===== src/verilog/ohb_defines.svh =====
// constants for the host bus interface of the display controller
`ifndef OHB_DEFINES_SVH
`define OHB_DEFINES_SVH
// protocol strap codes {high,low}; the encoding is a free choice here
`define OHB_STRAP_SINGLE 2'h0
`define OHB_STRAP_SPLIT  2'h1
`define OHB_STRAP_SER3   2'h2
`define OHB_STRAP_SER4   2'h3
// serial data line and clock line positions on the byte bus
`define OHB_SER_DATA_BIT 1
`define OHB_SER_CLK_BIT  0
// reset values
`define OHB_BYTE_RST     8'h00
`define OHB_CNT_RST      3'h0
`endif


===== src/verilog/ohb_pkg.sv =====
// types shared by the host bus interface files
`default_nettype none
package ohb_pkg;
    // link protocol selected by the straps
    typedef enum logic [3:0] {
        OHB_SINGLE = 4'h1,
        OHB_SPLIT  = 4'h2,
        OHB_SER3   = 4'h4,
        OHB_SER4   = 4'h8
    } ohb_proto_e;
endpackage : ohb_pkg
`default_nettype wire


===== src/verilog/ohb_host_bus.sv =====
// host bus interface of the display controller: parallel and serial links
`timescale 1ns/1ps
`default_nettype none
`include "ohb_defines.svh"
module ohb_host_bus (
    // clock and reset
    input  wire logic       ref_clk,
    input  wire logic       rst,
    // host link pins
    input  wire logic       chip_sel_n,
    input  wire logic       data_cmd,
    input  wire logic       enable_read,
    input  wire logic       dir_write,
    input  wire logic       power_on_init_n,
    input  wire logic       protocol_strap_low,
    input  wire logic       protocol_strap_high,
    // host byte bus, split into three signals
    input  wire logic [7:0] host_byte_bus_in,
    output logic [7:0]      host_byte_bus_out,
    output logic            host_byte_bus_oe,
    // core side: received bytes
    output logic            wr_valid,
    output logic [7:0]      wr_byte,
    output logic            wr_is_data,
    // core side: read data source
    input  wire logic [7:0] rd_byte,
    output logic            rd_strobe,
    output logic            rd_is_data,
    // core side: initialisation in progress
    output logic            init_active
);
    ohb_pkg::ohb_proto_e proto;        // strap-selected protocol
    ohb_pkg::ohb_proto_e next_proto;
    logic       strobe_prev;           // last strobe level (active high)
    logic       next_strobe_prev;
    logic       next_wr_valid;
    logic [7:0] next_wr_byte;
    logic       next_wr_is_data;
    logic [7:0] next_bus_out;
    logic       next_bus_oe;
    logic       next_rd_strobe;
    logic       next_rd_is_data;
    logic       next_init;
    logic       par_act;               // strobe asserted, parallel modes
    logic       par_read;              // asserted strobe is a read
    logic       ser_valid;
    logic [7:0] ser_byte;
    logic       ser_is_data;
    logic       ser_active;
    logic       selected;

    // strap decode; straps are static so plain sampling is enough
    function automatic ohb_pkg::ohb_proto_e decode(input logic [1:0] s);
        unique case (s)
            `OHB_STRAP_SINGLE: decode = ohb_pkg::OHB_SINGLE;
            `OHB_STRAP_SPLIT:  decode = ohb_pkg::OHB_SPLIT;
            `OHB_STRAP_SER3:   decode = ohb_pkg::OHB_SER3;
            default:           decode = ohb_pkg::OHB_SER4;
        endcase
    endfunction : decode

    // serial receiver taps bus bits 1 and 0
    assign ser_active = selected && !init_active &&
        (proto == ohb_pkg::OHB_SER3 || proto == ohb_pkg::OHB_SER4);

    ohb_serial_rx ohb_serial_rx_i (
        .ref_clk        (ref_clk),
        .rst            (rst),
        .active         (ser_active),
        // clock on bit 0, data on bit 1
        .clk_line       (host_byte_bus_in[`OHB_SER_CLK_BIT]),
        .serial_in_line (host_byte_bus_in[`OHB_SER_DATA_BIT]),
        .dc_line        (data_cmd),
        .byte_valid     (ser_valid),
        .byte_data      (ser_byte),
        .byte_is_data   (ser_is_data)
    );

    // next values for strobe decode, bus driving and core handoff
    always_comb begin
        selected = ~chip_sel_n;
        par_act  = 1'b0;
        par_read = 1'b0;
        unique case (proto)
            ohb_pkg::OHB_SINGLE: begin
                par_act  = enable_read;
                par_read = dir_write;
            end
            ohb_pkg::OHB_SPLIT: begin
                par_act  = ~enable_read | ~dir_write;
                par_read = ~enable_read;
            end
            default: begin
                // serial modes: strobes are grounded by the host
                par_act  = 1'b0;
                par_read = 1'b0;
            end
        endcase
        par_act = par_act & selected & ~init_active;
        next_init        = ~power_on_init_n;
        next_proto       = init_active ?
            decode({protocol_strap_high, protocol_strap_low}) : proto;
        next_strobe_prev = par_act;
        next_wr_valid    = 1'b0;
        next_wr_byte     = wr_byte;
        next_wr_is_data  = wr_is_data;
        next_rd_strobe   = 1'b0;
        next_rd_is_data  = rd_is_data;
        next_bus_out     = host_byte_bus_out;
        // drive bus while a read strobe stands
        next_bus_oe      = par_act & par_read;
        if (par_act && !strobe_prev) begin
            if (par_read) begin
                next_bus_out    = rd_byte;
                next_rd_strobe  = 1'b1;
                next_rd_is_data = data_cmd;
            end else begin
                next_wr_valid   = 1'b1;
                next_wr_byte    = host_byte_bus_in;
                next_wr_is_data = data_cmd;
            end
        end else if (ser_valid) begin
            // serial byte; in three-wire mode data_cmd is low
            next_wr_valid   = 1'b1;
            next_wr_byte    = ser_byte;
            next_wr_is_data = ser_is_data;
        end
    end

    // registers only
    always_ff @(posedge ref_clk) begin
        if (rst) begin
            proto             <= ohb_pkg::OHB_SINGLE;
            strobe_prev       <= 1'b0;
            wr_valid          <= 1'b0;
            wr_byte           <= `OHB_BYTE_RST;
            wr_is_data        <= 1'b0;
            rd_strobe         <= 1'b0;
            rd_is_data        <= 1'b0;
            host_byte_bus_out <= `OHB_BYTE_RST;
            host_byte_bus_oe  <= 1'b0;
            init_active       <= 1'b1;
        end else begin
            proto             <= next_proto;
            strobe_prev       <= next_strobe_prev;
            wr_valid          <= next_wr_valid;
            wr_byte           <= next_wr_byte;
            wr_is_data        <= next_wr_is_data;
            rd_strobe         <= next_rd_strobe;
            rd_is_data        <= next_rd_is_data;
            host_byte_bus_out <= next_bus_out;
            host_byte_bus_oe  <= next_bus_oe;
            init_active       <= next_init;
        end
    end
endmodule : ohb_host_bus
`default_nettype wire


===== src/verilog/ohb_serial_rx.sv =====
// serial shift receiver: eight rising clock edges make one byte
`timescale 1ns/1ps
`default_nettype none
`include "ohb_defines.svh"
module ohb_serial_rx (
    // clock and reset
    input  wire logic       ref_clk,
    input  wire logic       rst,
    // link lines
    input  wire logic       active,
    input  wire logic       clk_line,
    input  wire logic       serial_in_line,
    input  wire logic       dc_line,
    // received byte
    output logic            byte_valid,
    output logic [7:0]      byte_data,
    output logic            byte_is_data
);
    logic       clk_prev;      // last sampled serial clock
    logic [2:0] bit_cnt;       // bits taken so far
    logic [7:0] shreg;         // shift register, msb first
    logic       next_clk_prev;
    logic [2:0] next_bit_cnt;
    logic [7:0] next_shreg;
    logic       next_valid;
    logic [7:0] next_data;
    logic       next_is_data;
    logic       rise;

    // next state: sample on rising serial clock
    always_comb begin
        rise          = clk_line & ~clk_prev;
        next_clk_prev = clk_line;
        next_bit_cnt  = bit_cnt;
        next_shreg    = shreg;
        next_valid    = 1'b0;
        next_data     = byte_data;
        next_is_data  = byte_is_data;
        if (!active) begin
            // deselect drops a partial byte
            next_bit_cnt = `OHB_CNT_RST;
        end else if (rise) begin
            next_shreg   = {shreg[6:0], serial_in_line};
            next_bit_cnt = bit_cnt + 3'h1;
            if (bit_cnt == 3'h7) begin
                // byte done; data/command sampled with the last bit
                next_valid   = 1'b1;
                next_data    = {shreg[6:0], serial_in_line};
                next_is_data = dc_line;
            end
        end
    end

    // registers
    always_ff @(posedge ref_clk) begin
        if (rst) begin
            clk_prev     <= 1'b0;
            bit_cnt      <= `OHB_CNT_RST;
            shreg        <= `OHB_BYTE_RST;
            byte_valid   <= 1'b0;
            byte_data    <= `OHB_BYTE_RST;
            byte_is_data <= 1'b0;
        end else begin
            clk_prev     <= next_clk_prev;
            bit_cnt      <= next_bit_cnt;
            shreg        <= next_shreg;
            byte_valid   <= next_valid;
            byte_data    <= next_data;
            byte_is_data <= next_is_data;
        end
    end
endmodule : ohb_serial_rx
`default_nettype wire


===== config.mk =====
export PLATFORM = sky130hd
export DESIGN_NAME = ohb_host_bus
export DESIGN_NICKNAME = d
export VERILOG_FILES = /design/src/verilog/ohb_pkg.sv /design/src/verilog/ohb_host_bus.sv /design/src/verilog/ohb_serial_rx.sv
export VERILOG_INCLUDE_DIRS = /design/src /design/src/verilog
export SDC_FILE = /design/constraint.sdc
export NUM_CORES = 1
export LEC_CHECK = 0
export BUFFER_PORTS_ARGS = -buffer_cell sky130_fd_sc_hd__buf_4
export CORE_ASPECT_RATIO = 1.2
export CORE_UTILIZATION = 45
export DETAILED_ROUTE_END_ITERATION = 8
export PLACE_DENSITY = 0.71
export SKIP_CTS_REPAIR_TIMING = 1
export SLEW_MARGIN = 0
export SYNTH_ARGS = -nofsm -noshare
export SYNTH_HDL_FRONTEND = slang
export SYNTH_HIERARCHICAL = 1
export SYNTH_SLANG_ARGS = --single-unit

===== constraint.sdc =====
create_clock -name ref_clk -period 2.4 [get_ports ref_clk]
set_clock_uncertainty 0.2 [all_clocks]
set_input_delay 0.12 -clock ref_clk [delete_from_list [all_inputs] [get_ports ref_clk]]
set_output_delay 0.12 -clock ref_clk [all_outputs]
set_load 0.005 [all_outputs]

==> impl.org, run 1 <==
** Global route
- The number of antenna violations at the first check in global routing was 0.
- Total congestion overflow after global routing :: 0
- Wire length of the first global-routing pass :: about 6400 um
- The number of global-route vias before repair came to 1490.
- Entering global routing, the biggest net connects 46 pins.
- GRT Resource Usage Total :: approximately 17%

** Floorplan
- For this configuration, the core starts out at a cell density of approximately 47%.
- Vert. Die Dim :: 75.57 um
- Std-Cell Rows :: 26
- I/O pin count :: between 40 and 50
- Width of the die :: approximately 63 um
- The floorplan step defined a die boundary enclosing about 4800 sq um.
- The region available for standard cell placement spans roughly 4300 sq um.

** Worst setup path
- Critical Path Sink Type :: flop
- At the worst endpoint, the required time is roughly 2.4 ns.
- Type of the worst setup path :: reg2reg
- At the worst endpoint, the arrival time is ~2.2 ns.
- Maximum net fanout on the critical path :: 12
- Capturing point of the worst reg2reg path :: ohb_serial_rx_i/byte_data[0]$_SDFFE_PP0P_
- First element of the critical path :: init_active$_SDFF_PP1_
- The setup check on the worst reg-to-reg path leaves a slack of about 0.20 ns.
- In this run the critical register-to-register path is launched from init_active$_SDFF_PP1_.
- Nature of the critical path startpoint :: flop
- Setup crit end :: ohb_serial_rx_i/byte_data[0]$_SDFFE_PP0P_
- Path depth of the worst reg2reg path :: 5

** Run status
- Outcome :: complete, no violations

** Clocking
- TritonCTS built the clock tree.
- Clock buffer count from CTS :: 5
- For the worst-skew pair, the clock arrives at the later sink with an insertion delay of ~0.29 ns.
- The clock drives 48 sinks.
- Cell chosen for the clock root :: clkbuf_8
- Counting along the longest clock path gives a buffer depth of 2.
- H-tree lvl count :: 2
- After clock tree synthesis, the clock-pin slew on the worst setup and hold paths is ~0.080 ns.

** Cells and area
- Fin util :: 62.62%
- The post-route netlist has approximately 28% of its cells at a drive strength greater than 1.
- Layout overhead on the synthesized area :: 32.49%
- Final net count :: 305
- Inserted Diodes :: 0

** Synthesis
- EDFF count, synth :: 0
- Synthesis inferred 48 register bits.
- By area the synthesized netlist is led by dfxtp_1, nand2_1, a311oi_2.
- Number of standard cells after synthesis :: 213
- The most used flip-flop cell after synthesis is dfxtp_1.
- Most numerous cell types in the synthesized netlist :: dfxtp_1, nand2_1, a21oi_1, nor2_1, mux2i_1
- The average instance in the mapped netlist occupies about 9.5 sq um.
- Share of synthesized area occupied by flip-flops and latches :: 47.35%
- FFs w/ async S/R, synth :: 0%
- After synthesis the cells add up to 2029 sq um.
- Yosys printed 6 warnings.
- Synthesis produced a netlist with a net count of between 200 and 250.
- Synthesis instantiated 35 different standard cells from the library.
- Area leader, netlist :: dfxtp_1
- In this run the biggest area consumer among cell types represents 47.35% of the synthesized area.
- Yosys instantiated no cell more often than dfxtp_1.

** Detailed routing
- Number of design rule violations left after detail routing :: 0
- In this run the remaining antenna-violating nets after routing total 0.
- Dividing the detail-routed wire length by the instance count gives roughly 12 um.
- Vias after detailed routing :: 1667
- After the first detailed-routing iteration, the DRC count stood at between 80 and 90.
- Dividing the detail-routed via count by the number of cells gives around 5.
- The pre-antenna-repair detailed-routing pass consisted of 4 iterations.
- Final wirelength :: between 4000 and 5000 um

** Timing
- Crit share post-route :: 91.87%
- Total setup violations reported at the end of the flow :: 0
- For the pin with the worst max-slew slack, the measured transition is approximately 0.56 ns.
- Static timing analysis puts the maximum clock frequency at 453.5 MHz.
- The count of final max-slew check failures is 0.
- The final-report hold violation count is 0.
- Relative slew slack :: 62.44%
- Post-layout minimum cycle time :: 2.205 ns
- Setup repair after global routing left no endpoint under its margin.
- Summed over all failing endpoints, the final setup total negative slack is 0 ns.

** Place
- Number of input and output port buffers inserted :: 46
- The HPWL after detailed placement is about 2700 um.
- Routability congestion estimate from global placement :: 0.7174

** Power
- Dividing total power by cell area gives a power density of between 500 and 600 nW/um^2.
- Summed over all cells, the static leakage comes to about 1.1 nW.
- VDD sags by at most about 0.00027 V.

** Min path
- The worst hold path belongs to the class in2reg.

** Job
- Max cap viols :: 0
## power breakdown
group | total [mW] | internal, mW | switching [mW]
Sequential | 0.816 | 0.807 | 0.00944
Combinational | 0.147 | 0.0848 | 0.0626
Clock | 0.439 | 0.198 | 0.241
## sequential cells by signal, summed over array words and instances (netlist names), 3 cells and up
register / count
ohb_serial_rx_i/bit_cnt: 3
ohb_serial_rx_i/shreg: 7
proto: 4
wr_byte: 8
ohb_serial_rx_i/byte_data: 8
host_byte_bus_out: 8
## worst min path at each step
stage	from	end	cells after the start	slack, ns
global route	rst	host_byte_bus_out[3]$_SDFFE_PP0P_	2	0.1
CTS	power_on_init_n	init_active$_SDFF_PP1_	2	-0.22
global placement	power_on_init_n	init_active$_SDFF_PP1_	2	0.09
detailed placement	power_on_init_n	init_active$_SDFF_PP1_	2	0.1
floorplan	power_on_init_n	init_active$_SDFF_PP1_	1	-0.006
finish	rst	rd_is_data$_SDFFE_PP0P_	2	0.09
## layout by cell type, fill, tap and decap left out
cell type      synthesis  routed
or2_4                  1       1
nor2b_1                6       6
or2b_1                 1       1
dlygate4sd3_1          0      22
a21oi_1               19      19
dfxtp_1               48      48
a21oi_2                9       9
and2b_1                1       1
nand3_1               10      10
a22oi_1                1       1
a21o_1                 1       1
nand2b_1               5       5
nor4_4                 1       1
clkbuf_8               0       5
nor4b_2                1       1
nand2_1               43      43
ha_1                   2       2
and2_4                 1       1
nor4b_1                1       1
nand3b_1               3       3
clkbuf_1               4       1
or4_1                  1       1
nand4bb_1              1       1
inv_1                  1       1
buf_4                  3      50
and3b_1                1       1
clkinv_2               0       1
xnor2_1                2       2
and4b_1                1       1
a22o_1                 1       1
nor2_1                14      14
a311oi_2               9       9
nand4b_2               1       1
mux2i_1               11      11
o21ai_0                2       2
## cells by family after synthesis
kind of cell	Yosys count	synth area share, %
muxes	11	5.426
DFF	48	47.35
AOI/OAI and AO/OA	42	16.89
adders and majority gates	2	1.233
buffers and inverters	15	4.315
xor gates and xnor gates	2	0.8633
and+or+nand+nor	93	23.92
## layout make-up
cell class | count | area, sq um
repair buffers | 72 | 595.6
inverters | 1 | 3.754
clock inverters | 1 | 5.005
flip-flops and latches | 48 | 960.9
clock buffers | 6 | 72.57
well taps | 56 | 70.07
fillers | 396 | 1605
multi-input cells | 150 | 980.9
## worst max-delay path, cell delays in order (launching register included)
cell and delay (ns):
dfxtp_1 0.42, or4_1 0.55, nor2_1 0.30, and4b_1 0.44, nand2_1 0.11, a21oi_2 0.12
## layer usage
layer | GRT usage [%] | up-vias | wire (um)
met5 | 0 | - | 0
met4 | 6.818 | 0 | 63
met3 | 5.090 | 6 | 180
li1 | - | 860 | -
met1 | 19.26 | 768 | 1839
met2 | 30.47 | 33 | 2077
## through the flow
stage / instances / hold slack (ns) / cell area (sq um) / total power, mW / setup slack [ns]
after floorplan: 213 / -0.006325 / 2029 / 0.8978 / 0.3911
after global placement: 305 / 0.09253 / 2391 / 0.9526 / 0.2785
after detailed placement: 305 / 0.09582 / 2391 / 0.9531 / 0.2073
after CTS: 312 / -0.2213 / 2469 / 1.394 / 0.1878
after global routing: 334 / 0.09989 / 2689 / 1.471 / 0.05293
final: 334 / 0.09277 / 2689 / 1.403 / 0.1951
Power figures use the tool's default switching activity.
==> inputs of run 2 (changes only) <==
--- a/config.mk
+++ b/config.mk
@@ -15,5 +15,4 @@
 export SLEW_MARGIN = 0
 export SYNTH_ARGS = -nofsm -noshare
 export SYNTH_HDL_FRONTEND = slang
-export SYNTH_HIERARCHICAL = 1
 export SYNTH_SLANG_ARGS = --single-unit
==> run 2 against run 1 <==
Against the previous run: the flow now finishes with violations (negative hold slack); via count decreased by 5.5%; cell area decreased by 1.1%; critical endpoint is now wr_byte[1]$_SDFFE_PP0P_; combinational power about the same; largest power group unchanged; register-to-register slack got worse by 0.095 ns; synthesized area decreased by 3.5%; sequential power about the same.
==> impl.org, run 2 <==
** Run status
- The flow ran to the end, but the final reports show violations.
- Violations in the final reports :: negative hold slack

** Clocking
- The tree is rooted in a clkbuf_8.
- H-tree lvl count :: 2 (unchanged)
- The clock latency on the worst-skew pair was 0.30 ns (about the same).
- The number of clock sinks is 48 (unchanged).
- The number of CTS-inserted buffers came to 5 (unchanged).
- TritonCTS built the clock tree.
- The clock transition at the registers of the reported paths came to 0.08 ns (about the same).
- The number of buffers between clock root and the deepest sink is 2 (unchanged).

** Worst setup path
- The largest fanout of any net on the critical path came to 10 (-2).
- The critical path required time is 2.42 ns (about the same).
- Nature of the critical path startpoint :: flop
- CP max stage delay :: 0.52 ns (-0.03 ns)
- The data arrival time of the worst path is 2.32 ns (+0.09 ns).
- On the critical path, the stage with the largest delay is an instance of or4_4.
- Critical Path Sink Type :: flop
- Walking the worst path, the cells encountered are or4_4 -> nor2_2 -> or4b_4 -> and2_1 -> a311oi_2.
- Type of the worst setup path :: reg2reg

** Synthesis
- Total nets after synthesis :: 222 (-7.5%)
- Compound-Gate Fraction of Synth Area :: 12.07% (-4.8 points)
- After synthesis, the largest family of logic cells by area is simple AND/OR/NAND/NOR gates.
- The sequential cell area fraction in the yosys report came to 49.04% (+1.7 points).
- The xor and xnor area share after synthesis came to 0.8940% (+0.031 points).
- The cell area after synthesis was 1959 sq um (-3.5%).
- Simple-gate share of the synthesized area :: 18.52% (-5.4 points)
- The average footprint of a synthesized cell is 10.05 sq um (+5.5%).
- The count of distinct cell types in the synthesized netlist came to 29 (-17%).
- Most numerous cell types in the synthesized netlist :: dfxtp_1, nor2_1, mux2i_1, a21oi_1
- Area share of fa/ha/maj cells after synthesis :: 1.277% (+0.044 points)
- The post-synthesis register bit count is 48 (unchanged).
- The cell count after synthesis is 195 (-8.5%).
- Count leader, synth :: dfxtp_1
- The async set-or-reset flop fraction in the synthesized netlist was 0% (unchanged).
- By area the synthesized netlist is led by dfxtp_1, mux2i_1, a311oi_2.
- The number of enable flip-flop cells after synthesis came to 0 (unchanged).
- Of all cell types, the one taking the most synthesized area is dfxtp_1.
- Dominant register cell in the synthesized netlist :: dfxtp_1
- Yosys warning total :: 0 (-6)
- The fraction of synthesized area in multiplexers is 13.79% (+8.4 points).
- Proportion of netlist area held by the largest area contributor :: 49.04% (+1.7 points)

** Detailed routing
- The routed wire length per instance is 12.26 um (-1.6%).
- Violation count after the first detailed-routing iteration :: 56 (-35%)
- Via/cell ratio :: 4.968 (-0.45%)
- The total number of vias was 1575 (-5.5%).
- The final antenna-violating net count is 0 (unchanged).
- The detailed-route wire length came to 3887 um (-6.6%).
- The number of detailed-routing iterations run before antenna repair was 5 (+1).
- The number of DRC violations after detailed routing is 0 (unchanged).

** Cells and area
- Multi-input combinational cell area :: 912.1 sq um (-7.0%)
- Fraction of layout cells with a size suffix above 1 :: 27.76% (-0.66 points)
- The number of nets at the end of the flow was 290 (-4.9%).
- The largest registers in the layout are host_byte_bus_out: 8 flops, ohb_serial_rx_i.byte_data: 8 flops, wr_byte: 8 flops.
- Layout overhead on the synthesized area :: 35.70%
- The number of inserted diodes is 0 (unchanged).
- In the layout the commonest cells are buf_4, dfxtp_1, nor2_1.
- The final instance area came to 2659 sq um (-1.1%).
- Number of inserted filler cells in the final layout :: 347 (-12%)
- The library cell used most frequently in the layout, excluding fill and tap cells, is buf_4.
- Area used by sequential logic in the layout :: 960.9 sq um (unchanged)

** Timing
- Max Freq :: 434.7 MHz (-4.1%)
- Crit share post-route :: 95.84% (+4.0 points)
- Total setup violations reported at the end of the flow :: 0 (unchanged)
- Relative slew slack :: 65.48% (+3.0 points)
- The worst slack on hold paths came to -0.01290 ns (-0.1057 ns).
- The count of final max-slew check failures is 0 (unchanged).
- Transition at the pin with the smallest max-transition slack :: 0.5178 ns (-0.04562 ns)
- Final Hold Violating Endpoints :: 1 (+1)
- The final critical delay including setup and external delays was 2.300 ns (+0.09528 ns).
- RSZ-0062 raised after global routing :: false
- The post-route setup TNS came to 0 ns (unchanged).

** Place
- The HPWL after detailed placement came to 2489 um (-8.4%).
- The count of port buffers added during placement came to 46 (unchanged).
- The area after detailed placement is 2342 sq um (-2.0%).
- The global placer's final weighted congestion was 0.7429 (+3.6%).

** Floorplan
- Placeable core region :: 4066 sq um (-5.3%)
- The overall die area came to 4623 sq um (-3.4%).
- The die boundary width is 62.24 um (-1.7%).
- The vertical extent of the die came to 74.29 um (-1.7%).
- I/O pin count :: 47 (unchanged)
- Starting Density :: 48.18% (+0.92 points)
- The number of placement rows was 25 (-3.8%).

** Power
- The part of the power in combinational logic is 9.8% (-0.7 points).
- The sequential share of power was 55.6% (-2.6 points).
- The leakage power of the design came to 1.234 nW (+15%).
- Share of power burned in the clock network :: 34.6% (+3.3 points)
- Total Power Consumption :: 1.464 mW (+4.4%)
- The switching power share of the total is 21.74% (-0.58 points).
- The cell area power density was 550.7 nW/um^2 (+5.6%).
- Total net switching power :: 0.3183 mW (+1.7%)
- The internal portion of total power is 1.146 mW (+5.2%).
- The largest vdd supply drop is 0.0003885 V (+42%).

** Global route
- The number of antenna violations at the first check in global routing is 0 (unchanged).
- Pin count of the biggest net entering global routing :: 46 (unchanged)
- Wire length of the first global-routing pass :: 6051 um (-5.4%)
- Total congestion overflow after global routing :: 0 (unchanged)
- Number of global-route vias before repair :: 1395 (-6.4%)
- GRT Resource Usage Total :: 16.90% (-0.12 points)

** Min path
- Min-Delay Path Class :: in2reg

** Job
- Max cap viols :: 0 (unchanged)
run 2: cell count changes in the layout (fill, tap and decap cells not counted), sizes merged, moves of 2 or more:
cell	delta
nor4b	-2
nand2	-32
nor2	+17
a21oi	-16
buf	+3
mux2i	+16
run 2: worst max-delay path, delay by kind of cell, from the launching register on:
| family | cells | cell delay [ns] |
|---|---|---|
| flip-flops | 1 | 0.34 |
| AO/OA/AOI/OAI | 1 | 0.25 |
| AND/OR/NAND/NOR | 4 | 1.43 |
run 2: kinds of logic after synthesis:
group	count (synthesis)
AOI/OAI and AO/OA	27
xor gates and xnor gates	2
adders and majority gates	2
buffers and inverters	15
DFF	48
muxes	27
and+or+nand+nor	74
run 2: worst paths after layout:
path         depth (start not counted)                                   from                                     to  slack [ns]
max reg2reg                          5                  proto[2]$_SDFFE_PP0P_                wr_byte[1]$_SDFFE_PP0P_         0.1
min                                  3                              dir_write            host_byte_bus_oe$_SDFF_PP0_       -0.01
max                                  5                  proto[2]$_SDFFE_PP0P_                wr_byte[1]$_SDFFE_PP0P_         0.1
min reg2reg                          2  ohb_serial_rx_i.shreg[6]$_SDFFE_PP0P_  ohb_serial_rx_i.shreg[6]$_SDFFE_PP0P_        0.29
run 2: layer usage:
layer	vias up	global-route usage (%)	wire (um)
li1	814	-	-
met1	711	19.02	1737
met2	45	29.43	1897
met3	5	5.675	182
met4	0	7.752	69
met5	-	0	0
run 2: cell type report:
type | count | area share (%)
clock buffers | 7 | 3.624
inverters | 1 | 0.1412
flip-flops and latches | 48 | 36.14
multi-input cells | 132 | 34.31
repair buffers | 75 | 23.25
well taps | 54 | 2.541
run 2: through the flow:
step	util, %	hold slack [ns]	setup slack [ns]	instances
global placement	57.60	0.1209	0.1357	288
detailed placement	57.60	0.1027	0.1114	288
floorplan	-	-0.006325	0.06507	195
finish	65.38	-0.01290	0.09978	317
global route	65.38	0.03213	0.002377	317
CTS	59.97	-0.2195	0.09380	295
run 2: power groups by stage:
| stage | clock network (mW) | logic (mW) | registers [mW] |
|---|---|---|---|
| 6_report | 0.507 | 0.144 | 0.814 |
| 5_1_grt | 0.559 | 0.157 | 0.816 |
| 4_1_cts | 0.529 | 0.116 | 0.814 |
| 3_5_place_dp | 0 | 0.116 | 0.833 |
| 3_3_place_gp | 0 | 0.115 | 0.832 |
| 2_1_floorplan | 0 | 0.0620 | 0.832 |
==> inputs of run 3 (changes only) <==
==> constraint.sdc (replaced) <==
create_clock -name ref_clk -period 2.4 [get_ports ref_clk]
set_clock_uncertainty 0.2 [all_clocks]
set_input_delay 0.36 -clock ref_clk [delete_from_list [all_inputs] [get_ports ref_clk]]
set_output_delay 0.36 -clock ref_clk [all_outputs]
set_load 0.005 [all_outputs]
==> run 3 against run 2 <==
Against the previous run: the run now ends clean; routed wire length shrank 4.8%; clock power shrank 13%; sequential share of layout area grew 3.5 points; worst setup slack gained 0.037 ns; cell count shrank 6.9%; sequential cell count is the same.
==> impl.org, run 3 (same netlist as run 2, synthesis figures left out) <==
** Worst setup path
- The data arrival time of the worst path was 2.22 ns (-0.10 ns).
- By startpoint and endpoint, the worst setup path is classified as reg2reg.
- Crit-path slowest cell :: or4_4
- The worst setup path is launched from a flop.
- In this run the worst setup path begins at proto[2]$_SDFFE_PP0P_.
- Startpoint of the worst-slack reg-to-reg timing path :: proto[2]$_SDFFE_PP0P_
- Critical Path Sink Type :: flop
- Maximum net fanout on the critical path :: 19 (+9)
- The maximum cell stage delay along the critical path is 0.52 ns (about the same).
- Data required time of the critical path :: 2.36 ns (-0.06 ns)
- The critical path goes through or4_4 -> nor2_2 -> or4b_4 -> buf_4 -> a21oi_1 -> a311oi_2.

** Detailed routing
- DRT Pass-1 Iters :: 4 (-1)
- The final antenna-violating net count is 0 (unchanged).
- The initial DRC count is 95 (+70%).
- Vias after detailed routing :: 1494 (-5.1%)
- Per-cell routed wire length :: 12.55 um (+2.3%)
- The detail-routed via count per cell came to 5.064 (+1.9%).
- Final wirelength :: 3702 um (-4.8%)
- Number of design rule violations left after detail routing :: 0 (unchanged)

** Min path
- Worst Min Path Start :: power_on_init_n
- Min-Delay Path Class :: in2reg

** Cells and area
- Most common library cell in the layout ignoring fill and taps :: buf_4
- The number of nets at the end of the flow came to 268 (-7.6%).
- Post-route cell area :: 2421 sq um (-8.9%)
- Fraction of layout cells with a size suffix above 1 :: 30.29% (+2.5 points)
- The area growth from synthesis to layout is 23.56%.
- Inserted Diodes :: 0 (unchanged)
- The largest registers in the layout are host_byte_bus_out: 8 flops, ohb_serial_rx_i.byte_data: 8 flops, wr_byte: 8 flops.
- The number of fill cells came to 366 (+5.5%).
- Highest-count cells in the layout ignoring fill and taps :: buf_4, dfxtp_1, nor2_1

** Global route
- The largest net degree at the start of global routing came to 46 (unchanged).
- Number of global-route vias before repair :: 1399 (+0.29%)
- The overall track demand over capacity in global routing is 17.36% (+0.45 points).
- Antenna violations before repair :: 0 (unchanged)
- The overall overflow remaining after global route came to 0 (unchanged).
- The global-route wire length before repair is 6203 um (+2.5%).

** Timing
- Post-layout minimum cycle time :: 2.263 ns (-0.03733 ns)
- The count of final max-slew check failures was 0 (unchanged).
- RSZ-0062 raised after global routing :: false
- The maximum clock rate is 441.9 MHz (+1.6%).
- Relative slew slack :: 66.05% (+0.57 points)
- The slew at the pin closest to its max-slew limit came to 0.5046 ns (-0.01321 ns).
- The setup-violating endpoint count in the final report is 0 (unchanged).
- Crit share post-route :: 94.29% (-1.6 points)
- The final-report hold violation count is 0 (-1).
- Final-layout setup total negative slack :: 0 ns (unchanged)

** Floorplan
- The vertical extent of the die was 74.29 um (unchanged).
- The overall die area came to 4623 sq um (unchanged).
- The number of placement rows was 25 (unchanged).
- Placeable core region :: 4066 sq um (unchanged)
- Starting Density :: 48.18% (unchanged)
- The die boundary width came to 62.24 um (unchanged).
- The top-level port count is 47 (unchanged).

** Job
- The count of max-cap constraint violations was 0 (unchanged).

** Clocking
- CTS placed an instance of clkbuf_8 at the clock tree root.
- Maximum root-to-sink buffer count :: 2 (unchanged)
- Clk pin slew, worst setup/hold paths :: 0.08 ns (about the same)
- The number of CTS-inserted buffers was 5 (unchanged).
- Clock sink count :: 48 (unchanged)
- The maximum level of the CTS H-tree was 2 (unchanged).
- TritonCTS clock tree :: done
- The clock latency on the worst-skew pair was 0.29 ns (about the same).

** Place
- The HPWL after detailed placement was 2556 um (+2.7%).
- The area after detailed placement was 2342 sq um (unchanged).
- The count of port buffers added during placement was 46 (unchanged).
- The global placer's final weighted congestion came to 0.7652 (+3.0%).

** Power
- The cell area power density came to 565.6 nW/um^2 (+2.7%).
- The total power consumption of the routed design came to 1.369 mW (-6.5%).
- Maximum vdd drop :: 0.0002889 V (-26%)
- The leakage power of the design is 1.138 nW (-7.8%).

** Run status
- The run finished with clean final reports.
## run 3: cell count changes in the layout (fill, tap and decap cells not counted)
cell / before / now
dlygate4sd3_1: 22 / 0
clkbuf_8: 7 / 5
and2_1: 1 / 0
and2_2: 0 / 1
clkbuf_1: 0 / 1
clkinv_2: 0 / 1
## run 3: where the power goes
part           internal [mW]  switching, mW  total (mW)
Combinational         0.0598         0.0555       0.115
Sequential             0.807        0.00726       0.814
Clock                  0.198          0.242       0.440
## run 3: cell type report
| cell class | count | area, sq um | share of cell area (%) |
|---|---|---|---|
| Clock buffer | 6 | 72.57 | 2.997 |
| Clock inverter | 1 | 5.005 | 0.2067 |
| Inverter | 1 | 3.754 | 0.1550 |
| Multi-Input combinational cell | 132 | 913.4 | 37.73 |
| Sequential cell | 48 | 960.9 | 39.69 |
| Tap cell | 54 | 67.56 | 2.791 |
| Timing Repair Buffer | 53 | 397.9 | 16.43 |
## run 3: worst paths after layout
kind	endpoint	slack (ns)	cells past startpoint
min reg2reg	host_byte_bus_out[5]$_SDFFE_PP0P_	0.30	2
min	init_active$_SDFF_PP1_	0.03	2
max reg2reg	wr_byte[0]$_SDFFE_PP0P_	0.14	6
max	wr_byte[0]$_SDFFE_PP0P_	0.14	6
## run 3: metal layers
metal | track usage [%] | wire, um | up-vias | part of all wire, %
met5 | 0 | 0 | - | 0
met4 | 8.786 | 79 | 0 | 2.1
met3 | 5.675 | 196 | 7 | 5.3
met2 | 29.18 | 1758 | 42 | 47
met1 | 20.13 | 1667 | 682 | 45
li1 | - | - | 763 | -
## run 3: metrics by stage
stage	std cells	setup WS, ns	util, %	hold slack [ns]
final	295	0.1371	59.54	0.03413
after global routing	295	0.03323	59.54	0.03136
after CTS	295	0.06949	59.51	0.03067
after detailed placement	288	0.04301	57.60	0.2896
after global placement	288	0.07326	57.60	0.2738
after floorplan	195	0.06507	-	0.2337
## run 3: critical path: cells and delay by family (launching register included)
family          cells  cell delay [ns]
compound gates      2             0.25
simple gates        3             1.10
buf+inv             1             0.24
flops               1             0.35
